File: config.mk
export PLATFORM = sky130hd
export DESIGN_NAME = ilgc_top
export DESIGN_NICKNAME = d
export VERILOG_FILES = /design/src/rtl/ilgc_pkg.sv /design/src/rtl/ilgc_top.sv
export SDC_FILE = /design/constraint.sdc
export NUM_CORES = 1
export LEC_CHECK = 0
export ABC_AREA = 0
export BUFFER_PORTS_ARGS = -buffer_cell sky130_fd_sc_hd__buf_2
export CORE_ASPECT_RATIO = 1.1
export CORE_MARGIN = 2
export CORE_UTILIZATION = 50
export DETAILED_ROUTE_END_ITERATION = 6
export HOLD_SLACK_MARGIN = 0.12
export PLACE_DENSITY_LB_ADDON = 0.15
export SLEW_MARGIN = 20
export SYNTH_ARGS = -nofsm -noshare
export SYNTH_HDL_FRONTEND = slang
export SYNTH_SLANG_ARGS = --single-unit
File: constraint.sdc
create_clock -name clk_i -period 3 [get_ports clk_i]
set_input_delay 0.15 -clock clk_i [delete_from_list [all_inputs] [get_ports clk_i]]
set_output_delay 0.15 -clock clk_i [all_outputs]
set_load 0.02 [all_outputs]
File: src/rtl/ilgc_pkg.sv
// constants, types and register map of the ldo / gpo control block
// assumes a 100 MHz system clock and byte-wide registers on word slots
package ilgc_pkg;
  // register indices; byte address is four times the index
  localparam logic [7:0] EVT_IDX = 8'h00;
  localparam logic [7:0] STAT_IDX = 8'h02;
  localparam logic [7:0] MASK_IDX = 8'h03;
  localparam logic [7:0] GPO_IDX = 8'h04;
  localparam logic [7:0] BUCK_IDX = 8'h05;
  localparam logic [7:0] LDO_IDX = 8'h07;
  // reset values and field layouts
  localparam logic [7:0] MASK_RST = 8'h7C;
  localparam logic [7:0] EVT_BITS = 8'h5C;
  localparam int EN_BIT = 7;
  localparam logic [7:0] SYNC_RST = 8'hC0;
  // serial bus
  localparam logic [6:0] SLV_ADDR = 7'h2F;
  localparam logic [3:0] BITS_PER_BYTE = 4'h8;
  // regulator code decode, in millivolts
  localparam logic [4:0] LS_MIN_CODE = 5'h1B;
  localparam logic [11:0] MV_BASE = 12'h2BC;
  localparam logic [11:0] MV_STEP = 12'h064;
  // reset pulse and watchdog timing
  localparam int CLK_HZ = 32'h05F5_E100;
  localparam int MS_PER_S = 32'h0000_03E8;
  localparam int CYC_PER_MS = CLK_HZ / MS_PER_S;
  localparam logic [6:0] RST_MS_MIN = 7'h08;
  localparam int WDOG_MS = 32'h0000_0019;
  localparam int WDOG_CYC = WDOG_MS * CYC_PER_MS;
  // output function select
  typedef enum logic [3:0] {FN_HIZ, FN_LOW, FN_PG_HI, FN_PG_LO, FN_EVENT, FN_RST} ilgc_fn_t;
  // serial engine states
  typedef enum logic [2:0] {S_IDLE, S_RX, S_ACK, S_TX, S_RACK} ilgc_st_t;
endpackage : ilgc_pkg

File: src/rtl/ilgc_top.sv
// ldo / load-switch control, serial slave and multi-function output
// assumes pins arrive asynchronous; open-drain wires resolved outside
//
// The implementer's own choices: the Wishbone slave port and the register offsets.
module ilgc_top #(
  parameter int CYC_MS = ilgc_pkg::CYC_PER_MS,
  parameter int WDOG = ilgc_pkg::WDOG_CYC
) (
  // clock and reset
  input wire logic clk_i,
  input wire logic rst_i,
  // wishbone slave
  input wire logic [7:0] wb_adr_i,
  input wire logic [31:0] wb_dat_i,
  input wire logic [3:0] wb_sel_i,
  input wire logic wb_we_i,
  input wire logic wb_cyc_i,
  input wire logic wb_stb_i,
  output logic [31:0] wb_dat_o,
  output logic wb_ack_o,
  // serial bus pins
  input wire logic scl_i,
  input wire logic sda_i,
  output logic sda_o,
  output logic sda_oe_n_o,
  // monitored conditions
  input wire logic chip_enable_pin_i,
  input wire logic supply_uv_i,
  input wire logic conv_ov_i,
  input wire logic conv_oc_i,
  input wire logic conv_uv_i,
  input wire logic ldo_fault_i,
  // regulator and converter control
  output logic [4:0] regulator_voltage_code_o,
  output logic [11:0] ldo_mv_o,
  output logic ldo_enable_o,
  output logic ldo_load_switch_o,
  output logic ldo_discharge_o,
  output logic buck_enable_o,
  // multi-function open-drain output
  output logic multi_function_output_pin_o,
  output logic multi_function_output_pin_oe_n_o
);
  import ilgc_pkg::*;
  // ----------------------------------------
  // input synchronisers
  // ----------------------------------------
  logic [7:0] s1_ff, s2_ff;
  logic [1:0] q_ff;
  logic scl_s, sda_s, ce_s, uv_s, ov_s, oc_s, cuv_s, flt_s;
  logic start, stop, scl_rise, scl_fall;
  // two stages per pin, plus a third on scl and sda for edge detection; the first stage is never read by logic
  always_ff @(posedge clk_i) begin
    if (rst_i) begin
      s1_ff <= SYNC_RST;
      s2_ff <= SYNC_RST;
      q_ff <= 2'h3;
    end else begin
      s1_ff <= {scl_i, sda_i, chip_enable_pin_i, supply_uv_i, conv_ov_i, conv_oc_i, conv_uv_i, ldo_fault_i};
      s2_ff <= s1_ff;
      q_ff <= s2_ff[7:6];
    end
  end
  assign {scl_s, sda_s, ce_s, uv_s, ov_s, oc_s, cuv_s, flt_s} = s2_ff;
  // oversampled edges keep the engine rate independent
  assign start = scl_s & q_ff[1] & q_ff[0] & ~sda_s;
  assign stop = scl_s & q_ff[1] & ~q_ff[0] & sda_s;
  assign scl_rise = scl_s & ~q_ff[1];
  assign scl_fall = ~scl_s & q_ff[1];
  // ----------------------------------------
  // register file and shared write port
  // ----------------------------------------
  logic [7:0] evt_ff, mask_ff, gpo_cfg_ff, buck_ff, ldo_ff;
  logic i2c_wr_ff;
  logic [7:0] i2c_widx_ff, sh_ff;
  logic wb_go, wr_en;
  logic [7:0] wb_idx, wr_idx, wr_dat, set_v, clr_v;
  function automatic logic [7:0] rd_reg(input logic [7:0] idx);
    unique case (idx)
      EVT_IDX: rd_reg = evt_ff;
      STAT_IDX: rd_reg = {1'b0, uv_s, 1'b0, oc_s, ov_s, cuv_s, 1'b0, buck_ff[EN_BIT]};
      MASK_IDX: rd_reg = mask_ff;
      GPO_IDX: rd_reg = gpo_cfg_ff;
      BUCK_IDX: rd_reg = buck_ff;
      LDO_IDX: rd_reg = ldo_ff;
      default: rd_reg = 8'h00;
    endcase
  endfunction : rd_reg
  // a serial write owns the port for its one cycle; the bus waits
  assign wb_idx = {2'h0, wb_adr_i[7:2]};
  assign wb_go = wb_cyc_i & wb_stb_i & ~wb_ack_o & ~i2c_wr_ff;
  assign wr_en = i2c_wr_ff | (wb_go & wb_we_i & wb_sel_i[0] & (wb_adr_i[1:0] == 2'h0));
  assign wr_idx = i2c_wr_ff ? i2c_widx_ff : wb_idx;
  assign wr_dat = i2c_wr_ff ? sh_ff : wb_dat_i[7:0];
  // wishbone answers one cycle after the request is taken
  always_ff @(posedge clk_i) begin
    if (rst_i) begin
      wb_ack_o <= 1'b0;
      wb_dat_o <= 32'h0000_0000;
    end else begin
      wb_ack_o <= wb_go;
      if (wb_go) begin
        wb_dat_o <= {24'h00_0000, rd_reg(wb_idx)};
      end
    end
  end
  // configuration registers
  always_ff @(posedge clk_i) begin
    if (rst_i) begin
      mask_ff <= MASK_RST;
      gpo_cfg_ff <= 8'h00;
      buck_ff <= 8'h00;
      ldo_ff <= 8'h00;
    end else if (wr_en) begin
      if (wr_idx == MASK_IDX) mask_ff <= wr_dat & MASK_RST;
      if (wr_idx == GPO_IDX) gpo_cfg_ff <= wr_dat;
      if (wr_idx == BUCK_IDX) buck_ff <= wr_dat;
      // code held while enabled; enable bit always writable
      if (wr_idx == LDO_IDX) ldo_ff <= {wr_dat[7], 2'h0, ldo_ff[EN_BIT] ? ldo_ff[4:0] : wr_dat[4:0]};
    end
  end
  // sticky flags: mask gates only the set, and a set beats a clear
  assign set_v = {1'b0, uv_s, 1'b0, {3{buck_ff[EN_BIT]}} & {oc_s, ov_s, cuv_s}, 2'h0} & ~mask_ff & EVT_BITS;
  assign clr_v = (wr_en && wr_idx == EVT_IDX) ? wr_dat : 8'h00;
  always_ff @(posedge clk_i) begin
    if (rst_i) evt_ff <= 8'h00;
    else evt_ff <= (evt_ff & ~clr_v) | set_v;
  end
  // ----------------------------------------
  // regulator outputs
  // ----------------------------------------
  always_ff @(posedge clk_i) begin
    if (rst_i) begin
      ldo_enable_o <= 1'b0;
      ldo_load_switch_o <= 1'b0;
      ldo_discharge_o <= 1'b1;
      ldo_mv_o <= MV_BASE;
    end else begin
      ldo_enable_o <= ldo_ff[EN_BIT] & ce_s & ~flt_s;
      ldo_load_switch_o <= ldo_ff[4:0] >= LS_MIN_CODE;
      ldo_discharge_o <= ~ce_s | flt_s;
      // load-switch codes report zero: no regulated level exists
      ldo_mv_o <= (ldo_ff[4:0] >= LS_MIN_CODE) ? 12'h000 : 12'(MV_BASE + MV_STEP * {7'h00, ldo_ff[4:0]});
    end
  end
  assign regulator_voltage_code_o = ldo_ff[4:0];
  assign buck_enable_o = buck_ff[EN_BIT];
  // ----------------------------------------
  // bus watchdog
  // ----------------------------------------
  logic wd_run_ff, wd_exp;
  logic [31:0] wd_cnt_ff;
  logic wd_end;
  assign wd_end = wd_run_ff && (wd_cnt_ff == 32'(WDOG - 1));
  assign wd_exp = wd_end & ~sda_s;
  always_ff @(posedge clk_i) begin
    if (rst_i || stop || wd_end) begin
      wd_run_ff <= 1'b0;
      wd_cnt_ff <= 32'h0000_0000;
    end else if (start) begin
      wd_run_ff <= 1'b1;
      wd_cnt_ff <= 32'h0000_0000;
    end else if (wd_run_ff) begin
      wd_cnt_ff <= wd_cnt_ff + 32'h0000_0001;
    end
  end
  // ----------------------------------------
  // serial slave engine
  // ----------------------------------------
  ilgc_st_t st_ff;
  logic [3:0] cnt_ff;
  logic [1:0] byte_n_ff;
  logic rw_ff, drv_ff;
  logic [7:0] ptr_ff, rd_byte;
  always_comb rd_byte = rd_reg(ptr_ff); // next byte to send
  // never drives the clock; sda only pulled low, changed while scl low
  always_ff @(posedge clk_i) begin
    if (rst_i || stop || wd_exp) begin
      st_ff <= S_IDLE;
      drv_ff <= 1'b0;
      cnt_ff <= 4'h0;
      i2c_wr_ff <= 1'b0;
      if (rst_i) begin
        sh_ff <= 8'h00;
        ptr_ff <= 8'h00;
        byte_n_ff <= 2'h0;
        rw_ff <= 1'b0;
        i2c_widx_ff <= 8'h00;
      end
    end else if (start) begin
      st_ff <= S_RX;
      drv_ff <= 1'b0;
      cnt_ff <= 4'h0;
      byte_n_ff <= 2'h0;
      i2c_wr_ff <= 1'b0;
    end else begin
      i2c_wr_ff <= 1'b0;
      unique case (st_ff)
        S_IDLE: begin
        end
        S_RX: begin
          if (scl_rise && cnt_ff < BITS_PER_BYTE) begin
            sh_ff <= {sh_ff[6:0], sda_s};
            cnt_ff <= cnt_ff + 4'h1;
          end else if (scl_fall && cnt_ff == BITS_PER_BYTE) begin
            cnt_ff <= 4'h0;
            if (byte_n_ff != 2'h0) begin
              drv_ff <= 1'b1;
              st_ff <= S_ACK;
              if (byte_n_ff == 2'h1) begin
                ptr_ff <= sh_ff;
              end else begin
                i2c_wr_ff <= 1'b1;
                i2c_widx_ff <= ptr_ff;
                ptr_ff <= ptr_ff + 8'h01;
              end
            end else if (sh_ff[7:1] == SLV_ADDR) begin
              rw_ff <= sh_ff[0];
              drv_ff <= 1'b1;
              st_ff <= S_ACK;
            end else begin
              st_ff <= S_IDLE;
            end
          end
        end
        S_ACK: begin
          if (scl_fall) begin
            byte_n_ff <= (byte_n_ff == 2'h2) ? 2'h2 : byte_n_ff + 2'h1;
            if (rw_ff) begin
              sh_ff <= rd_byte;
              drv_ff <= ~rd_byte[7];
              ptr_ff <= ptr_ff + 8'h01;
              cnt_ff <= 4'h1;
              st_ff <= S_TX;
            end else begin
              drv_ff <= 1'b0;
              st_ff <= S_RX;
            end
          end
        end
        S_TX: begin
          if (scl_fall) begin
            if (cnt_ff == BITS_PER_BYTE) begin
              drv_ff <= 1'b0;
              st_ff <= S_RACK;
            end else begin
              drv_ff <= ~sh_ff[6];
              sh_ff <= {sh_ff[6:0], 1'b0};
              cnt_ff <= cnt_ff + 4'h1;
            end
          end
        end
        S_RACK: begin
          // a master ack reuses the ack state to load the next byte; a nack ends the read
          if (scl_rise) begin
            st_ff <= sda_s ? S_IDLE : S_ACK;
          end
        end
      endcase
    end
  end
  assign sda_o = 1'b0;
  assign sda_oe_n_o = ~drv_ff;
  // ----------------------------------------
  // reset pulse timer and output function
  // ----------------------------------------
  logic src, src_q_ff, done_ff, pull;
  logic [31:0] pre_ff;
  logic [6:0] ms_ff, tgt_ms;
  ilgc_fn_t fn;
  assign src = gpo_cfg_ff[7] ? ldo_ff[EN_BIT] : buck_ff[EN_BIT];
  assign tgt_ms = (gpo_cfg_ff[6:4] == 3'h0) ? RST_MS_MIN : {gpo_cfg_ff[6:4], 4'h0};
  // pulse timed from the enable bit written to one
  always_ff @(posedge clk_i) begin
    if (rst_i || !src || !src_q_ff) begin
      src_q_ff <= !rst_i && src;
      done_ff <= 1'b0;
      pre_ff <= 32'h0000_0000;
      ms_ff <= 7'h00;
    end else if (!done_ff) begin
      if (pre_ff == 32'(CYC_MS - 1)) begin
        pre_ff <= 32'h0000_0000;
        ms_ff <= ms_ff + 7'h01;
        done_ff <= (ms_ff + 7'h01) == tgt_ms;
      end else begin
        pre_ff <= pre_ff + 32'h0000_0001;
      end
    end
  end
  assign fn = ilgc_fn_t'(gpo_cfg_ff[3:0]);
  always_comb begin
    pull = 1'b0;
    unique case (fn)
      FN_HIZ: pull = 1'b0;
      FN_LOW: pull = 1'b1;
      FN_PG_HI: pull = uv_s;
      FN_PG_LO: pull = ~uv_s;
      FN_EVENT: pull = |(evt_ff & EVT_BITS);
      FN_RST: pull = ~done_ff;
      default: pull = 1'b0;
    endcase
  end
  always_ff @(posedge clk_i) begin
    if (rst_i) multi_function_output_pin_oe_n_o <= 1'b1;
    else multi_function_output_pin_oe_n_o <= ~pull;
  end
  assign multi_function_output_pin_o = 1'b0;
endmodule : ilgc_top

==> summary.txt <==
Status: finished clean
Register area share after synthesis: 40.1%
CP Buf/Inv Count: 2
Row count: 54
Initial Utilization: 50.6%
Commonest cells after routing, fill and taps aside: nor2_1, dfxtp_1, buf_2
Register area: 4000 µm²
Die ar.: 21100 µm²
Area growth, synth to finish: 11.4%
Worst-path clk slew: 0.08 ns
Sequential Power Share: 49.5%
N_diodes: 0
Setup TNS: 0 ns
Die X: 139 µm
Drt pass-1 iters: 5
Via total after detailed routing: 8039
Hold Crit Class: primary input to register
Later-pin clock latency in the skew report: 0.44 ns
CP max-delay cell: fa_1
Crit path setup slack, layout: 0.334 ns
IO buf count: 59
Leakage: 4.09 nW
Sink Count: 186
First DRT Iteration DRCs: 574
Crit path max fanout: 4
Crit path capture type: register
Area of the multi-input gates: 5420 µm²
Share of cells above drive strength 1: 12.6%
Area of the core: 19700 µm²
Grt ovf: 0
Worst path max stage delay: 0.53 ns
First-pass GRT wire length: 38200 µm
Pint: 3.96 mW
H-tree depth: 4
DR DRC count: 0
Final-report hold violation count: 0
Commonest non-fill, non-tap cell in the layout: nor2_1
Rel. slew slack: 40.7%
Synthesized flop and latch total: 186
Top-area cell type share of the netlist area: 31.7%
Most area-hungry cell type in the Yosys netlist: dfxtp_1
Final min period: 2.67 ns
Arr. time, crit path: 3.04 ns
Total Routing Usage GR: 21.9%
Number of flops mapped to enable cells by yosys: 28
Crit-path cells: inv_1, ha_1, ha_1, inv_1, fa_1, nor2b_1, a221oi_1, a21oi_1, a21oi_1, mux2i_1
NetSw: 1.34 mW
Initial antenna violation count: 0
Final setup viols: 0
Yosys warns: 0
Root Buffer: clkbuf_16
Netlist cell types: 84
Vias in the first global route: 7658
GP Congestion: 0.860
Clock power frac: 44.2%
Post-route ant nets: 0
Mean Syn Cell Area: 8.93 µm²
Num CTS Buffers: 17
Post-CTS Repair Setup Buffers: 0
Most used DFF post-synth: dfxtp_1
WL per Instance: 15.8 µm
Fillers: 1836
Unrepaired setup endpoints after global routing: no
Sw frac: 25.2%
Clock skew: 0.0126 ns
Pin count of the biggest net entering global routing: 58
Post-synthesis instance area: 9990 µm²
Pins Over Slew Limit: 0
VDD IR max: 0.402 mV
Max-Cap Viols: 0
Crit share post-route: 88.9%
CTS Hold Bufs: 12
Fmax: 375 MHz
Largest cells by area after synthesis: dfxtp_1, edfxtp_1, nor2_1, xnor2_1, ha_1
Final Util: 56.4%
Nets: 1268
Gate power share: 6.3%
Worst Setup Start Kind: register
Syn Inst Count: 1118
Post-DP HPWL: 16200 µm
Pwr dens: 476 nW/µm²
Critical Path RT: 3.38 ns
Overall Power: 5.30 mW
Number of I/O pins: 115
CTS Buffer Depth: 2
Via/cell ratio: 5.58
Crit Path Class: register to register
Final WL: 22800 µm
Post-cts resize count: 0
Die H: 152 µm
Measured slew at the worst slew-check pin: 0.883 ns
Top delay family on crit path: adder cells
CTS tree: yes
Worst slack at placement: 0.331 ns
Asr flop ratio synth: 0%
-- cell usage after synthesis (5+ instances only) --
library cell / n
a211oi_1: 33
a21o_1: 5
a21oi_1: 35
a222oi_1: 6
a22oi_1: 8
a2bb2oi_1: 5
a32oi_1: 5
and3_1: 21
and4_1: 7
buf_2: 15
buf_4: 35
clkbuf_1: 28
dfxtp_1: 158
edfxtp_1: 28
ha_1: 34
inv_1: 47
mux2_2: 15
mux2i_1: 25
nand2_1: 55
nand2b_1: 10
nand3_1: 49
nand4_1: 24
nor2_1: 162
nor2b_1: 25
nor3_1: 22
nor4_1: 27
o21ai_0: 30
o22ai_1: 6
or2_2: 8
or3_1: 5
or4_1: 5
xnor2_1: 49
xor2_1: 39
-- cell families (layout without fill, tap and decap cells) --
kind of cell / Yosys count / in the layout / share of synthesized area, %
AND/OR/NAND/NOR: 454 / 454 / 23.4
flip-flops: 186 / 186 / 40.1
AO/OA/AOI/OAI: 179 / 179 / 12.9
buffers and inverters: 132 / 176 / 6.61
XOR/XNOR: 90 / 90 / 8.17
multiplexers: 41 / 41 / 4.31
adder cells (fa/ha/maj): 35 / 35 / 4.46
other: 1 / 28 / 0.0375
-- metal layers --
metal	GRT usage (%)	vias up	share of wire (%)
li1	-	4056	-
met3	4.31	18	4.0
met5	0	-	0
met1	29.9	3807	48
met4	5.15	0	1.0
met2	36.1	158	47
-- registers in the layout, summed over array words and instances (netlist names), 4 cells and up --
| name | count |
|---|---|
| ms_ff | 7 |
| ptr_ff | 8 |
| ldo_ff | 6 |
| pre_ff | 32 |
| gpo_cfg_ff | 8 |
| s1_ff | 8 |
| i2c_widx_ff | 8 |
| cnt_ff | 4 |
| wd_cnt_ff | 32 |
| evt_ff | 8 |
| mask_ff | 5 |
| wb_dat_o | 8 |
| sh_ff | 8 |
| s2_ff | 8 |
| buck_ff | 8 |
| ldo_mv_o | 10 |
-- metrics by stage --
step,cells,cell area (µm²),hold WS [ns]
detailed placement,1397,10400,0.344
finish,1441,11100,0.153
floorplan,1145,10100,0.254
global placement,1397,10400,0.341
global route,1441,11100,0.203
CTS,1441,11100,0.138
-- final timing paths --
kind	endpoint	slack [ns]	depth (start not counted)	start
hold reg to reg	s2_ff[7]	0.42	1	s1_ff[7]
hold / removal	wb_ack_o	0.15	3	wb_stb_i
setup / recovery	ldo_mv_o[11]	0.33	10	ldo_ff[1]
setup reg to reg	ldo_mv_o[11]	0.33	10	ldo_ff[1]
-- power groups by stage --
| stage | clock network [mW] | logic [mW] | registers (mW) |
|---|---|---|---|
| 2_1_floorplan | 0 | 0.265 | 2.66 |
| 3_3_place_gp | 0 | 0.315 | 2.68 |
| 3_5_place_dp | 0 | 0.318 | 2.68 |
| 4_1_cts | 2.38 | 0.332 | 2.62 |
| 5_1_grt | 2.49 | 0.369 | 2.63 |
| 6_report | 2.34 | 0.333 | 2.62 |
-- worst min-delay path, cell delays in order --
cell and delay, ns:
buf_2 0.10, nand4bb_1 0.23, nor2_1 0.06
-- final cells by class --
type | count | area share [%]
clock inverter | 14 | 1.55
inverter | 48 | 1.62
tap | 252 | 2.83
sequential | 186 | 36.0
multi-input combinational | 827 | 48.7
clock buffer | 18 | 3.86
timing repair buffer | 96 | 5.42
No activity file was read; power rests on OpenSTA's default activity.
